$ cat src/ttd_pkg.sv
/*
 Constants, register indices and bus carriers of the external TTL trigger detector.
 Assumes one 25 MHz sampling clock and an AXI4-Lite master of 32-bit data.
*/
// Contract
// - Or-mask value 2h enables main external input
// - Or-mask value 100h enables extra input 0
// - Or-mask value 200h enables extra input 1
// - External mode forces connector into input use
// - Output enable drives connector only without external mode
// - Termination 1 selects 50 Ohm, 0 high impedance
// - Mode 1h fires on first rising edge
// - After trigger, ignore conditions until armed again
// - Mode 10000001h stretches HIGH pulses, then fires
// - Stretching lets edges catch very short pulses
// - Read-only mask reports the supported modes
// - Mode 8h fires on first HIGH level
// - Level already present at start fires immediately
// - Mode 2h fires on first falling edge
// - Mode 10000002h stretches LOW pulses, then fires
// - Mode 10h fires on first LOW level
// - Mode 4h fires on first edge either way
// - Mode 0h removes the input from detection
// - Each extra input has its own mode register
package ttd_pkg;
    localparam int CLK_NS = 40;
    localparam int STRETCH_NS = 100;
    localparam logic [3:0] STRETCH_CYC = 4'((STRETCH_NS + CLK_NS - 1) / CLK_NS);
    localparam int ADDR_W = 20;
    localparam int IDX_W = 18;
    localparam logic [IDX_W-1:0] IDX_OUT_EN = 18'd40100;
    localparam logic [IDX_W-1:0] IDX_TERM = 18'd40110;
    localparam logic [IDX_W-1:0] IDX_OR_MASK = 18'd40410;
    localparam logic [IDX_W-1:0] IDX_AVAIL_MODES = 18'd40500;
    localparam logic [IDX_W-1:0] IDX_MAIN_MODE = 18'd40510;
    localparam logic [IDX_W-1:0] IDX_STATUS = 18'd40520;
    localparam logic [IDX_W-1:0] IDX_EXTRA0_MODE = 18'd40560;
    localparam logic [IDX_W-1:0] IDX_EXTRA1_MODE = 18'd40561;
    localparam int MASK_MAIN_BIT = 1;
    localparam int MASK_EXTRA0_BIT = 8;
    localparam int MASK_EXTRA1_BIT = 9;
    localparam logic [31:0] OR_MASK_MAIN = 32'h0000_0002;
    localparam logic [31:0] OR_MASK_EXTRA0 = 32'h0000_0100;
    localparam logic [31:0] OR_MASK_EXTRA1 = 32'h0000_0200;
    localparam logic [31:0] INPUT_UNUSED_MODE = 32'h0000_0000;
    localparam logic [31:0] RISING_EDGE_MODE = 32'h0000_0001;
    localparam logic [31:0] FALLING_EDGE_MODE = 32'h0000_0002;
    localparam logic [31:0] ANY_EDGE_MODE = 32'h0000_0004;
    localparam logic [31:0] HIGH_LEVEL_MODE = 32'h0000_0008;
    localparam logic [31:0] LOW_LEVEL_MODE = 32'h0000_0010;
    localparam logic [31:0] PULSE_STRETCH_FLAG = 32'h1000_0000;
    localparam logic STRETCH_FITTED = 1'b1;
    localparam logic EXTRA_IN_FITTED = 1'b1;
    localparam logic [31:0] REG_RESET = 32'h0000_0000;
    localparam logic [1:0] RESP_OKAY = 2'b00;
    localparam logic [1:0] RESP_SLVERR = 2'b10;

    typedef struct packed {
        logic [ADDR_W-1:0] awaddr;
        logic awvalid;
        logic [31:0] wdata;
        logic [3:0] wstrb;
        logic wvalid;
        logic bready;
        logic [ADDR_W-1:0] araddr;
        logic arvalid;
        logic rready;
    } ttd_axi_req_t;

    typedef struct packed {
        logic awready;
        logic wready;
        logic bvalid;
        logic [1:0] bresp;
        logic arready;
        logic rvalid;
        logic [31:0] rdata;
        logic [1:0] rresp;
    } ttd_axi_rsp_t;
endpackage : ttd_pkg

$ cat src/ttd_top.sv
/*
 External TTL trigger detector with its AXI4-Lite register slave.
 Assumes acquisition logic on the same clock gives an arm pulse and an internal trigger;
 the connector pin is resolved from out and enable outside this module.
*/
// Register access over AXI4-Lite was decided locally.
module ttd_top
    import ttd_pkg::*;
(
    input wire logic clk,
    input wire logic rst_b,
    input wire ttd_axi_req_t axi_req,
    output ttd_axi_rsp_t axi_rsp,
    input wire logic trig_conn_in,
    output logic trig_conn_out,
    output logic trig_conn_oe,
    input wire logic extra_in0,
    input wire logic extra_in1,
    output logic term_50_en,
    input wire logic acq_arm,
    input wire logic internal_trig,
    output logic trig_pulse,
    output logic armed
);
    typedef struct packed {
        logic [31:0] out_enable;
        logic [31:0] termination;
        logic [31:0] or_mask;
        logic [31:0] main_mode;
        logic [31:0] extra0_mode;
        logic [31:0] extra1_mode;
        logic armed;
        logic trig;
        logic conn_out;
        logic conn_oe;
        logic term_en;
        logic [ADDR_W-1:0] aw_addr;
        logic aw_held;
        logic [31:0] w_data;
        logic [3:0] w_strb;
        logic w_held;
        ttd_axi_rsp_t rsp;
    } ttd_top_state_t;

    ttd_top_state_t st;
    ttd_top_state_t next_st;
    logic [2:0] hits;
    logic [2:0] enabled;
    logic fire;
    logic ext_mode_on;
    logic [31:0] avail_modes;
    logic aw_take;
    logic w_take;
    logic ar_take;
    logic have_aw;
    logic have_w;
    logic [ADDR_W-1:0] wr_addr;
    logic [31:0] wr_data;
    logic [3:0] wr_strb;
    logic [IDX_W-1:0] wr_idx;
    logic [IDX_W-1:0] rd_idx;

    // Merge byte lanes of a write into an old register value
    function automatic logic [31:0] ttd_merge(input logic [31:0] old_val,
        input logic [31:0] data, input logic [3:0] strb);
        logic [31:0] res;
        res = old_val;
        for (int i = 0; i < 4; i++)
        begin
            if (strb[i])
            begin
                res[i*8 +: 8] = data[i*8 +: 8];
            end
        end
        return res;
    endfunction : ttd_merge

    // A mode value is accepted only when the hardware supports it
    function automatic logic ttd_mode_ok(input logic [31:0] m, input logic [31:0] avail);
        logic [31:0] base;
        logic ok;
        base = m & ~PULSE_STRETCH_FLAG;
        ok = ((m & ~avail) == 32'h0);
        if ((m & PULSE_STRETCH_FLAG) != 32'h0)
        begin
            ok = ok && ((base == RISING_EDGE_MODE) || (base == FALLING_EDGE_MODE));
        end
        return ok;
    endfunction : ttd_mode_ok

    // Supported modes, stretch bit only where fitted
    assign avail_modes = RISING_EDGE_MODE | FALLING_EDGE_MODE | ANY_EDGE_MODE
        | HIGH_LEVEL_MODE | LOW_LEVEL_MODE
        | (STRETCH_FITTED ? PULSE_STRETCH_FLAG : 32'h0);

    // One detector per TTL source, each with its own mode
    ttd_in_det u_det_main (
        .clk(clk),
        .rst_b(rst_b),
        .pin(trig_conn_in),
        .mode(st.main_mode),
        .armed(st.armed),
        .hit(hits[0])
    );

    ttd_in_det u_det_extra0 (
        .clk(clk),
        .rst_b(rst_b),
        .pin(extra_in0),
        .mode(st.extra0_mode),
        .armed(st.armed),
        .hit(hits[1])
    );

    ttd_in_det u_det_extra1 (
        .clk(clk),
        .rst_b(rst_b),
        .pin(extra_in1),
        .mode(st.extra1_mode),
        .armed(st.armed),
        .hit(hits[2])
    );

    // Or-mask gating of each source
    assign enabled[0] = st.or_mask[MASK_MAIN_BIT];
    assign enabled[1] = EXTRA_IN_FITTED && st.or_mask[MASK_EXTRA0_BIT];
    assign enabled[2] = EXTRA_IN_FITTED && st.or_mask[MASK_EXTRA1_BIT];
    assign fire = st.armed && ((hits & enabled) != 3'b000);
    assign ext_mode_on = (st.main_mode != INPUT_UNUSED_MODE);

    // Bus handshakes and the write held so far
    assign aw_take = axi_req.awvalid && st.rsp.awready;
    assign w_take = axi_req.wvalid && st.rsp.wready;
    assign ar_take = axi_req.arvalid && st.rsp.arready;
    assign have_aw = st.aw_held || aw_take;
    assign have_w = st.w_held || w_take;
    assign wr_addr = st.aw_held ? st.aw_addr : axi_req.awaddr;
    assign wr_data = st.w_held ? st.w_data : axi_req.wdata;
    assign wr_strb = st.w_held ? st.w_strb : axi_req.wstrb;
    assign wr_idx = wr_addr[ADDR_W-1:2];
    assign rd_idx = axi_req.araddr[ADDR_W-1:2];

    // Next state of registers, trigger logic and bus slave
    always_comb
    begin
        next_st = st;
        // Trigger: one pulse, then stay disarmed until the next arm
        next_st.trig = fire;
        if (fire)
        begin
            next_st.armed = 1'b0;
        end
        else if (acq_arm)
        begin
            next_st.armed = 1'b1;
        end
        // Connector: input only in external mode, else optional trigger out
        next_st.conn_oe = st.out_enable[0] && !ext_mode_on;
        next_st.conn_out = st.out_enable[0] && !ext_mode_on && internal_trig;
        next_st.term_en = st.termination[0];
        // Write address and data are taken in either order
        if (aw_take)
        begin
            next_st.aw_addr = axi_req.awaddr;
            next_st.aw_held = 1'b1;
            next_st.rsp.awready = 1'b0;
        end
        if (w_take)
        begin
            next_st.w_data = axi_req.wdata;
            next_st.w_strb = axi_req.wstrb;
            next_st.w_held = 1'b1;
            next_st.rsp.wready = 1'b0;
        end
        // Both halves present: perform the write and answer
        if (have_aw && have_w && !st.rsp.bvalid)
        begin
            next_st.aw_held = 1'b0;
            next_st.w_held = 1'b0;
            next_st.rsp.awready = 1'b0;
            next_st.rsp.wready = 1'b0;
            next_st.rsp.bvalid = 1'b1;
            next_st.rsp.bresp = RESP_OKAY;
            if (wr_idx == IDX_OUT_EN)
            begin
                next_st.out_enable = ttd_merge(st.out_enable, wr_data, wr_strb);
            end
            else if (wr_idx == IDX_TERM)
            begin
                next_st.termination = ttd_merge(st.termination, wr_data, wr_strb);
            end
            else if (wr_idx == IDX_OR_MASK)
            begin
                next_st.or_mask = ttd_merge(st.or_mask, wr_data, wr_strb);
            end
            else if (wr_idx == IDX_MAIN_MODE)
            begin
                if (ttd_mode_ok(ttd_merge(st.main_mode, wr_data, wr_strb), avail_modes))
                begin
                    next_st.main_mode = ttd_merge(st.main_mode, wr_data, wr_strb);
                end
                else
                begin
                    next_st.rsp.bresp = RESP_SLVERR;
                end
            end
            else if (wr_idx == IDX_EXTRA0_MODE && EXTRA_IN_FITTED)
            begin
                if (ttd_mode_ok(ttd_merge(st.extra0_mode, wr_data, wr_strb), avail_modes))
                begin
                    next_st.extra0_mode = ttd_merge(st.extra0_mode, wr_data, wr_strb);
                end
                else
                begin
                    next_st.rsp.bresp = RESP_SLVERR;
                end
            end
            else if (wr_idx == IDX_EXTRA1_MODE && EXTRA_IN_FITTED)
            begin
                if (ttd_mode_ok(ttd_merge(st.extra1_mode, wr_data, wr_strb), avail_modes))
                begin
                    next_st.extra1_mode = ttd_merge(st.extra1_mode, wr_data, wr_strb);
                end
                else
                begin
                    next_st.rsp.bresp = RESP_SLVERR;
                end
            end
            else
            begin
                next_st.rsp.bresp = RESP_SLVERR;
            end
        end
        // Write response taken: reopen both write channels
        if (st.rsp.bvalid && axi_req.bready)
        begin
            next_st.rsp.bvalid = 1'b0;
            next_st.rsp.awready = 1'b1;
            next_st.rsp.wready = 1'b1;
        end
        // Read: decode and answer at the edge after the address is taken
        if (ar_take)
        begin
            next_st.rsp.arready = 1'b0;
            next_st.rsp.rvalid = 1'b1;
            next_st.rsp.rresp = RESP_OKAY;
            next_st.rsp.rdata = 32'h0;
            if (rd_idx == IDX_OUT_EN)
            begin
                next_st.rsp.rdata = st.out_enable;
            end
            else if (rd_idx == IDX_TERM)
            begin
                next_st.rsp.rdata = st.termination;
            end
            else if (rd_idx == IDX_OR_MASK)
            begin
                next_st.rsp.rdata = st.or_mask;
            end
            else if (rd_idx == IDX_AVAIL_MODES)
            begin
                next_st.rsp.rdata = avail_modes;
            end
            else if (rd_idx == IDX_MAIN_MODE)
            begin
                next_st.rsp.rdata = st.main_mode;
            end
            else if (rd_idx == IDX_STATUS)
            begin
                next_st.rsp.rdata = {29'h0, ext_mode_on, st.trig, st.armed};
            end
            else if (rd_idx == IDX_EXTRA0_MODE && EXTRA_IN_FITTED)
            begin
                next_st.rsp.rdata = st.extra0_mode;
            end
            else if (rd_idx == IDX_EXTRA1_MODE && EXTRA_IN_FITTED)
            begin
                next_st.rsp.rdata = st.extra1_mode;
            end
            else
            begin
                next_st.rsp.rresp = RESP_SLVERR;
            end
        end
        else if (st.rsp.rvalid && axi_req.rready)
        begin
            next_st.rsp.rvalid = 1'b0;
            next_st.rsp.arready = 1'b1;
        end
    end

    // State register; bus channels open after reset
    always_ff @(posedge clk or negedge rst_b)
    begin
        if (!rst_b)
        begin
            st <= '0;
            st.out_enable <= REG_RESET;
            st.termination <= REG_RESET;
            st.or_mask <= REG_RESET;
            st.main_mode <= REG_RESET;
            st.extra0_mode <= REG_RESET;
            st.extra1_mode <= REG_RESET;
            st.rsp.awready <= 1'b1;
            st.rsp.wready <= 1'b1;
            st.rsp.arready <= 1'b1;
        end
        else
        begin
            st <= next_st;
        end
    end

    // Outputs straight from state flip-flops
    assign axi_rsp = st.rsp;
    assign trig_conn_out = st.conn_out;
    assign trig_conn_oe = st.conn_oe;
    assign term_50_en = st.term_en;
    assign trig_pulse = st.trig;
    assign armed = st.armed;
endmodule : ttd_top

$ cat src/ttd_in_det.sv
/*
 One TTL input detector: synchroniser, filter, optional stretch, edge and level match.
 Assumes the pin is asynchronous and that the caller registers the hit.
*/
module ttd_in_det
    import ttd_pkg::*;
(
    input wire logic clk,
    input wire logic rst_b,
    input wire logic pin,
    input wire logic [31:0] mode,
    input wire logic armed,
    output logic hit
);
    typedef struct packed {
        logic [2:0] sync;
        logic filt;
        logic view;
        logic prev_view;
        logic [3:0] stretch_cnt;
    } ttd_det_state_t;

    ttd_det_state_t st;
    ttd_det_state_t next_st;
    logic stretch_on;
    logic act_level;
    logic rise;
    logic fall;
    logic [31:0] base_mode;

    // Split the mode into its base encoding and the stretch flag
    assign stretch_on = STRETCH_FITTED && ((mode & PULSE_STRETCH_FLAG) != 32'h0);
    assign base_mode = mode & ~PULSE_STRETCH_FLAG;
    assign act_level = (base_mode != FALLING_EDGE_MODE);
    assign rise = st.view & ~st.prev_view;
    assign fall = ~st.view & st.prev_view;

    // Next state: shift synchroniser, accept a change once stages two and three agree
    always_comb
    begin
        next_st = st;
        next_st.sync = {st.sync[1:0], pin};
        if (st.sync[1] == st.sync[2])
        begin
            next_st.filt = st.sync[2];
        end
        next_st.prev_view = st.view;
        next_st.view = st.filt;
        // Stretch: one sample of the active level at stage three restarts the hold,
        // so a pulse too short for the two-stage agreement still forms a clean edge
        if (stretch_on && (st.sync[2] == act_level))
        begin
            next_st.stretch_cnt = STRETCH_CYC;
        end
        else if (st.stretch_cnt != 4'h0)
        begin
            next_st.stretch_cnt = st.stretch_cnt - 4'h1;
        end
        if (stretch_on && (st.stretch_cnt != 4'h0))
        begin
            next_st.view = act_level;
        end
    end

    // Match the selected condition while armed
    always_comb
    begin
        hit = 1'b0;
        if (armed)
        begin
            case (base_mode)
                RISING_EDGE_MODE: hit = rise;
                FALLING_EDGE_MODE: hit = fall;
                ANY_EDGE_MODE: hit = rise | fall;
                HIGH_LEVEL_MODE: hit = st.view;
                LOW_LEVEL_MODE: hit = ~st.view;
                default: hit = 1'b0;
            endcase
        end
    end

    // State register
    always_ff @(posedge clk or negedge rst_b)
    begin
        if (!rst_b)
        begin
            st <= '0;
        end
        else
        begin
            st <= next_st;
        end
    end
endmodule : ttd_in_det

$ cat config.mk
export PLATFORM = sky130hd
export DESIGN_NAME = ttd_top
export DESIGN_NICKNAME = d
export VERILOG_FILES = /design/src/ttd_pkg.sv /design/src/ttd_top.sv /design/src/ttd_in_det.sv
export SDC_FILE = /design/constraint.sdc
export NUM_CORES = 1
export LEC_CHECK = 0
export BUFFER_PORTS_ARGS = -buffer_cell sky130_fd_sc_hd__buf_2
export CORE_MARGIN = 4
export CORE_UTILIZATION = 35
export DETAILED_ROUTE_END_ITERATION = 8
export PLACE_DENSITY = 0.5
export SLEW_MARGIN = 20
export SYNTH_ARGS = -nofsm -noshare
export SYNTH_HDL_FRONTEND = slang
export SYNTH_HIERARCHICAL = 1
export SYNTH_SLANG_ARGS = --single-unit
$ cat constraint.sdc
create_clock -name clk -period 2.8 [get_ports clk]
set_input_delay 0.14 -clock clk [delete_from_list [all_inputs] [get_ports clk]]
set_output_delay 0.14 -clock clk [all_outputs]
set_load 0.02 [all_outputs]
==> summary.md, run 1 <==
| Metric | Value |
|---|---|
| Seq/Total Area, Yosys | `52.2%` |
| Worst Path Class, Setup | `flop to flop` |
| Synth Register Bits | `322` |
| Mapped Cells | `1,299` |
| CP startpoint | `st[133]` |
| WP depth | `9` |
| Clock-pin slew on the worst setup and hold paths | `0.06 ns` |
| Ports | `134` |
| Max stage delay on crit path | `0.54 ns` |
| Dpl cells | `1,999` |
| Met1 Use GR | `27.4%` |
| Min-delay worst type | `input pin to asynchronous set/reset pin` |
| Top post-synthesis cells by area | `dfrtp_1, mux2_2, a22oi_1` |
| Antenna diode count | `0` |
| Initial Utilization | `35.6%` |
| YS warnings | `6` |
| RSZ-0062 raised after global routing | `yes` |
| Via density per instance | `5.29` |
| # clock sinks | `322` |
| Later-pin clock latency in the skew report | `0.57 ns` |
| Grt met3 use | `around 2.8%` |
| Layout Area Growth over Synthesis | `24.0%` |
| Synthesized area | `0.0154 mm²` |
| Initial antenna violation count | `0` |
| CTS tree | `built` |
| Largest net degree at the start of global routing | `93` |
| Outcome | `complete, but fails checks` |
| Grt total ovfl | `0` |
| Root Buffer Master | `clkbuf_16` |
| Leakage power | `0.00898 µW` |
| F_max | `between 300 and 400 MHz` |
| Slew @ Worst Pin | `0.996 ns` |
| Finished Layout Cells | `2,136` |
| Port Buffers | `127` |
| H-tree Lvls | `2` |
| Pwr Total | `between 10,000 and 15,000 µW` |
| Reg2reg end | `st[106]` |
| Fraction of layout cells with a size suffix above 1 | `between 30% and 40%` |
| Global route hottest layer | `met2` |
| Async SR Flop Fraction | `100%` |
| Core area | `around 0.043 mm²` |
| Final setup fails | `30` |
| Hold Fails Final Rpt | `0` |
| Failing checks | `negative setup slack` |
| Critical path data required time | `3.23 ns` |
| GRT met2 Usage | `31.1%` |
| Worst-path cell chain | `or4_4, o41ai_4, buf_4, o2111ai_1, or4b_4, nor4_4, buf_4, nand2_4, mux2_2` |
| GPL Wtd Cong | `0.837` |
| Worst reg2reg setup slack | `-0.11 ns` |
| Post-synth EDFFs | `0` |
| Slew Viols, Final | `0` |
| Reg2reg path depth | `9` |
| Die width | `218 µm` |
| WP data arrival | `3.34 ns` |
| Routed WL | `between 40,000 and 50,000 µm` |
| Number of CTS-inserted buffers | `39` |
| CP Launch Type | `flop` |
| Worst setup margin | `-0.107 ns` |
| Post-synth cell types | `74` |
| Final ANT Viol Nets | `0` |
| First-pass GRT wire length | `71,200 µm` |
| Maximum clock path buffer count | `3` |
| DRT Pass-1 Iters | `5` |
| Worst Setup End Kind | `flop` |
| Relative slew slack | `33.4%` |
| Worst path bufs/invs | `2` |
| GRT Resource Usage Total | `between 10% and 20%` |
| Worst setup path endpoint | `st[106]` |
| Top delay family on crit path | `simple AND/OR/NAND/NOR gates` |
| Final period utilization | `104%` |
| Tmin final | `2.91 ns` |
| Chip height | `218 µm` |
| Post-DP HPWL | `around 33,000 µm` |
| Max FO, Critical Path | `5` |
| Slowest CP cell | `or4_4` |
| Peak VDD IR | `0.406 mV` |
| Most used cell, CP | `buf_4` |
| Syn_area_per_cell | `about 12 µm²` |
| Die area | `about 0.048 mm²` |
| Area leader, netlist | `dfrtp_1` |
| Top cell type's share of synthesized area | `51.7%` |
| DRC Markers | `0` |
| Starting DRC count in detailed routing | `603` |
| Via count of the first global-routing pass | `11,757` |
| Setup Skew | `0.0307 ns` |
| Ys flop type | `dfrtp_1` |
| FP Rows | `76` |
| Vias | `11,304` |
| Max-cap violations | `0` |
| Reg2reg start | `st[133]` |
| Final #Nets | `1,619` |
| Power per cell area | `731 mW/mm²` |
| WL per Instance | `21.5 µm` |
synth_stat cells, types with 5 or more instances:
library cell / count
and3_1: 7
inv_1: 21
mux2_2: 204
o21ai_0: 28
buf_6: 5
nor3b_1: 9
o22ai_1: 5
nand3b_1: 5
nor4_1: 39
nor4bb_1: 7
o21a_1: 26
or3_1: 13
nor2_1: 42
a21oi_1: 31
buf_4: 42
nor3_2: 5
nand2b_1: 11
nor2b_1: 33
o2111ai_1: 30
mux2i_1: 42
a22oi_1: 58
nor3_1: 28
a31oi_1: 9
dfrtp_1: 319
nand3_1: 22
ha_1: 9
and2_1: 57
xnor2_1: 6
clkbuf_1: 37
or4_1: 5
nand4_1: 7
nand2_1: 56
cell families after synthesis:
family | synth area share, %
buffers and inverters | 4.02
xor gates and xnor gates | 0.454
and+or+nand+nor | 14.5
AOI/OAI and AO/OA | 10.2
muxes | 17.7
adders and majority gates | 0.924
other | 0.0243
DFF | 52.2
state kept, by name, summed over array words and instances (netlist names), 3 cells and up:
| name | flops |
|---|---|
| u_det_main/next_st | 3 |
| u_det_extra1/st | 7 |
| axi_rsp | 39 |
| u_det_extra0/next_st | 3 |
| u_det_extra0/st | 7 |
| u_det_main/st | 7 |
| st | 244 |
| u_det_extra1/next_st | 3 |
| enabled | 3 |
timing repair:
action,CTS,global route
gates resized for setup,6,17
hold buffers,66,0
pin swaps,4,3
endpoints found under the setup margin,97,114
endpoints found under the hold margin,151,0
buffers inserted,0,1
cell usage in the layout (no fill, tap or decap), drive strengths merged, types with 4 or more instances in the layout:
master / synthesis / layout
a211oi: 4 / 4
nand2b: 11 / 11
nor3b: 9 / 9
ha: 9 / 9
nand3: 22 / 22
nand4: 8 / 8
a22oi: 58 / 58
nor4bb: 7 / 7
a221oi: 4 / 4
clkinv: 0 / 7
o21a: 26 / 26
or3: 13 / 13
nor4: 42 / 42
or4: 5 / 5
dlygate4sd3: 0 / 66
o22ai: 5 / 5
clkbuf: 37 / 55
a21o: 4 / 4
o211ai: 4 / 4
a21oi: 31 / 31
mux2i: 42 / 42
nor2: 45 / 45
o2111ai: 30 / 30
o21ai: 30 / 30
nor3: 33 / 33
buf: 54 / 206
inv: 21 / 25
dfrtp: 319 / 319
nor2b: 33 / 33
and2: 58 / 58
mux2: 205 / 205
nand2: 57 / 57
nand3b: 5 / 5
xnor2: 6 / 6
and3: 7 / 7
a31oi: 9 / 9
and3b: 5 / 5
per-stage QoR:
stage | setup TNS [ns] | utilization, % | hold WS, ns | instance area (µm²) | worst slack, ns
floorplan | 0 | - | -0.156 | 15400 | 0.208
global placement | -13.54 | 39.3 | 0.227 | 17100 | -0.247
detailed placement | -10.87 | 39.3 | 0.226 | 17100 | -0.223
CTS | -2.51 | 43.9 | 0.197 | 19100 | -0.142
global route | -5.38 | 44.1 | 0.198 | 19100 | -0.227
finish | -1.01 | 44.1 | 0.184 | 19100 | -0.107
final cells by class:
cell class	instances	area, µm²
fillers	4143	24200
clock buffers	55	1130
inverters	21	78.8
flip-flops and latches	322	8060
clock inverters	15	168
well taps	585	732
repair buffers	272	2080
multi-input cells	866	6890
metal layers:
metal	share of wire [%]	vias to the layer above
met5	0	-
met4	2.2	0
met3	3.8	53
met2	46	219
met1	48	5781
li1	-	5251
how the worst min path moves through the flow:
stage	from	endpoint	slack, ns
2_1_floorplan	rst_b	armed	-0.16
3_3_place_gp	rst_b	st[93]	0.23
3_5_place_dp	rst_b	st[93]	0.23
4_1_cts	trig_conn_in	u_det_main/next_st[8]	0.20
5_1_grt	trig_conn_in	u_det_main/next_st[8]	0.20
6_report	rst_b	st[93]	0.18
where the power goes:
part	switching, µW	leakage, µW	internal (µW)
Combinational	1610	0.00406	1420
Clock	2020	0.000642	3090
Sequential	494	0.00428	5350
Total	4130	0.00898	9860
worst register-to-register path, stage by stage (launching register included):
cell and delay (ns):
dfrtp_1 0.37, or4_4 0.54, o41ai_4 0.25, buf_4 0.19
o2111ai_1 0.12, or4b_4 0.53, nor4_4 0.24, buf_4 0.17
nand2_4 0.08, mux2_2 0.30
No activity file was read; power rests on OpenSTA's default activity.
==> run 2, diff against run 1 <==
Settings changed: SYNTH_HIERARCHICAL 1 to unset.
==> run 2 against run 1 <==
Against the previous run:
- the run now ends clean
- area after synthesis shrank 0.76%
- maximum frequency increased by 5.8%
- via count increased by 6.4%
- design area is 1.7% lower
- wire length is 0.29% lower
- total power fell by 4.9%
- synthesized cell count rose by 15%
- hold slack worse by 0.083 ns
- setup slack improved by 0.16 ns
- critical path depth fell by 1
- non-clock buffer count increased by 5
- clock skew is 0.0026 ns lower
==> summary.md, run 2 <==
| Metric | Value |
|---|---|
| Outcome | `finished clean` |
| Syn_area_per_cell | `10.2 µm² (-14%)` |
| Area leader, netlist | `dfrtp_1` |
| DRT Pass-1 Iters | `7 (+2)` |
| GPL Wtd Cong | `0.845 (+1.0%)` |
| Root Buffer Master | `clkbuf_16` |
| Final ANT Viol Nets | `0 (unchanged)` |
| H-tree Lvls | `2 (unchanged)` |
| Final setup fails | `0 (-100%)` |
| NetSw | `3860 µW (-6.6%)` |
| Later-pin clock latency in the skew report | `0.55 ns (-0.02 ns)` |
| Comb pwr share | `20.5% (-1.2 points)` |
| WP data arrival | `3.16 ns (-0.18 ns)` |
| Internal Power | `9440 µW (-4.2%)` |
| GRT Resource Usage Total | `19.4% (+0.068 points)` |
| Sequential share of power | `42.5% (+0.7 points)` |
| Die area | `0.0472 mm² (-0.74%)` |
| Final #Nets | `1,797 (+11%)` |
| Min-delay src | `axi_req[24]` |
| CP startpoint | `st[41]` |
| Most common cell after layout, fill and taps aside | `dfrtp_1` |
| Post-DP HPWL | `32,900 µm (-0.59%)` |
| Vias | `12,023 (+6.4%)` |
| RSZ-0062 raised after global routing | `yes` |
| Routed WL | `45,900 µm (-0.29%)` |
| Fraction of layout cells with a size suffix above 1 | `21.7% (-12 points)` |
| Final period utilization | `98.1% (-5.7 points)` |
| Leakage power | `0.00848 µW (-5.5%)` |
| First-pass GRT wire length | `72,100 µm (+1.3%)` |
| Clock network power share | `37.0% (+0.5 points)` |
| Max FO, Critical Path | `10 (+5)` |
| FP Rows | `76 (unchanged)` |
| Starting DRC count in detailed routing | `687 (+14%)` |
| WHS Path Cells | `2` |
| F_max | `364 MHz (+5.8%)` |
| Finished Layout Cells | `2,312 (+8.2%)` |
| Seq/Total Area, Yosys | `52.6% (+0.40 points)` |
| Synthesized area | `0.0153 mm² (-0.76%)` |
| Ys flop type | `dfrtp_1` |
| Min Hold Slack | `0.100 ns (-0.0833 ns)` |
| Port Buffers | `127 (unchanged)` |
| Most frequent cells in the layout | `dfrtp_1, nand2_1, o21ai_0` |
| # clock sinks | `322 (unchanged)` |
| Top post-synthesis cells by area | `dfrtp_1, o21ai_0, nand2_1` |
| WL per Instance | `19.8 µm (-7.9%)` |
| Top reg by flops | `st` |
| Post-synth EDFFs | `0 (unchanged)` |
| Initial Utilization | `35.5% (-0.12 points)` |
| Critical path data required time | `3.21 ns (-0.02 ns)` |
| Tmin final | `2.75 ns (-0.161 ns)` |
| Min-delay worst type | `input pin to flop` |
| Pwr Total | `13,300 µW (-4.9%)` |
| Relative slew slack | `46.6% (+13 points)` |
| Post-synth cell types | `74 (unchanged)` |
| Slew Viols, Final | `0 (unchanged)` |
| CP Launch Type | `flop` |
| Synth Register Bits | `322 (unchanged)` |
| Worst Path Class, Setup | `flop to flop` |
| Clock-pin slew on the worst setup and hold paths | `0.05 ns (about the same)` |
| Fill cell count | `4,198 (+1.3%)` |
| Ranking of synthesized cells by instance count | `dfrtp_1, nand2_1, o21ai_0, a21oi_1` |
| Hold Fails Final Rpt | `0 (unchanged)` |
| Slew @ Worst Pin | `0.780 ns (-0.216 ns)` |
| Count leader, synth | `dfrtp_1` |
| Core area | `0.0432 mm² (-0.44%)` |
| Dpl cells | `2,177 (+8.9%)` |
| Top cell type's share of synthesized area | `52.1% (+0.40 points)` |
| Setup Skew | `0.0281 ns (-0.00260 ns)` |
| DRC Markers | `0 (unchanged)` |
| Chip height | `217 µm (-0.37%)` |
| Max-cap violations | `0 (unchanged)` |
| YS warnings | `0 (-6)` |
| Reg2reg start | `st[41]` |
| Via count of the first global-routing pass | `12,151 (+3.4%)` |
| Switch share | `29.0% (-0.52 points)` |
| Grt total ovfl | `0 (unchanged)` |
| Initial antenna violation count | `2 (+2)` |
| Worst Setup End Kind | `flop` |
| Maximum clock path buffer count | `3 (unchanged)` |
| Max FFs per register | `244 (unchanged)` |
| Peak VDD IR | `0.496 mV (+22%)` |
| Number of CTS-inserted buffers | `38 (-2.6%)` |
| Largest net degree at the start of global routing | `93 (unchanged)` |
| Via density per instance | `5.20 (-1.7%)` |
| Power per cell area | `707 mW/mm² (-3.3%)` |
| Reg2reg path depth | `8 (-1)` |
| CTS tree | `built` |
| Ports | `134 (unchanged)` |
| Mapped Cells | `1,498 (+15%)` |
| Async SR Flop Fraction | `100% (unchanged)` |
| Die width | `217 µm (-0.37%)` |
| Layout Area Growth over Synthesis | `22.9%` |
-- run 2: cell count changes in the layout (fill, tap and decap cells not counted), moves of 18 or more --
cell and delta:
nand2_1 +149, mux2_2 -137, nor4_1 -25, o2111ai_1 -29, and2_1 -25, o21ai_0 +129, a22oi_1 -30, nand4_1 +22
nor2b_1 +33, o21a_1 -26, a21oi_1 +43, nor2_1 +18
-- run 2: through the flow --
stage          TNS [ns]  util (%)  cell area [µm²]  setup slack, ns
5_1_grt         -0.0616      43.6            18800          -0.0120
2_1_floorplan         0         -            15300            0.121
4_1_cts               0      43.4            18700          0.00624
3_5_place_dp      -2.42      38.9            16800           -0.117
6_report              0      43.6            18800           0.0540
3_3_place_gp     -0.364      38.9            16800          -0.0541
-- run 2: final cells by class --
type | count | area, µm² | area share [%]
tap | 585 | 732 | 3.89
multi-input combinational | 1037 | 6630 | 35.2
antenna | 1 | 2.50 | 0.0133
timing repair buffer | 277 | 2060 | 11.0
sequential | 322 | 8070 | 42.9
inverter | 23 | 86.3 | 0.459
clock buffer | 57 | 1130 | 6.02
clock inverter | 10 | 106 | 0.565
-- run 2: layer usage --
layer  vias up  wire length [µm]  track usage, %
met5         -                 0               0
met4         0              1030            4.92
met3        64              2070            3.27
met2       272             20900            30.6
met1      5964             21900            28.0
li1       5723                 -               -
-- run 2: logic make-up after synthesis --
kind of cell               count (synthesis)  synth area share [%]
adders and majority gates                 13                  1.01
AOI/OAI and AO/OA                        351                  14.1
xor gates and xnor gates                  13                 0.743
buffers and inverters                    140                  4.86
other                                      1                0.0245
and+or+nand+nor                          539                  18.3
muxes                                    119                  8.36
DFF                                      322                  52.6
-- run 2: timing repair --
item | in CTS | in global routing
pin swaps | 0 | 9
hold endpoints to repair | 135 | 0
hold buffers | 65 | 0
gates resized for setup | 4 | 18
setup endpoints to repair | 42 | 95
buffers inserted | 2 | 0
gates cloned | 0 | 0
-- run 2: path summary, 6_finish.rpt --
kind / end / slack [ns]
max: st[137] / 0.05
min: st[42] / 0.10
max reg2reg: st[137] / 0.05
min reg2reg: u_det_extra1.next_st[9] / 0.35
max in group asynchronous: st[41] / 1.69
min in group asynchronous: axi_rsp[22] / 0.16
-- run 2: critical path, cell delays in order, from the launching register on --
cell	delay (ns)
dfrtp_4	0.48
buf_4	0.21
mux2_2	0.27
a21oi_1	0.05
or4_1	0.56
nand3b_1	0.23
nor4b_4	0.32
buf_6	0.18
mux2_2	0.33
-- run 2: power by group through the flow --
stage,clock network [µW],registers (µW),logic [µW]
floorplan,0,5520,1860
global placement,0,5730,2490
detailed placement,0,5760,2520
CTS,5090,5640,2690
global route,5280,5720,2970
finish,4920,5650,2720
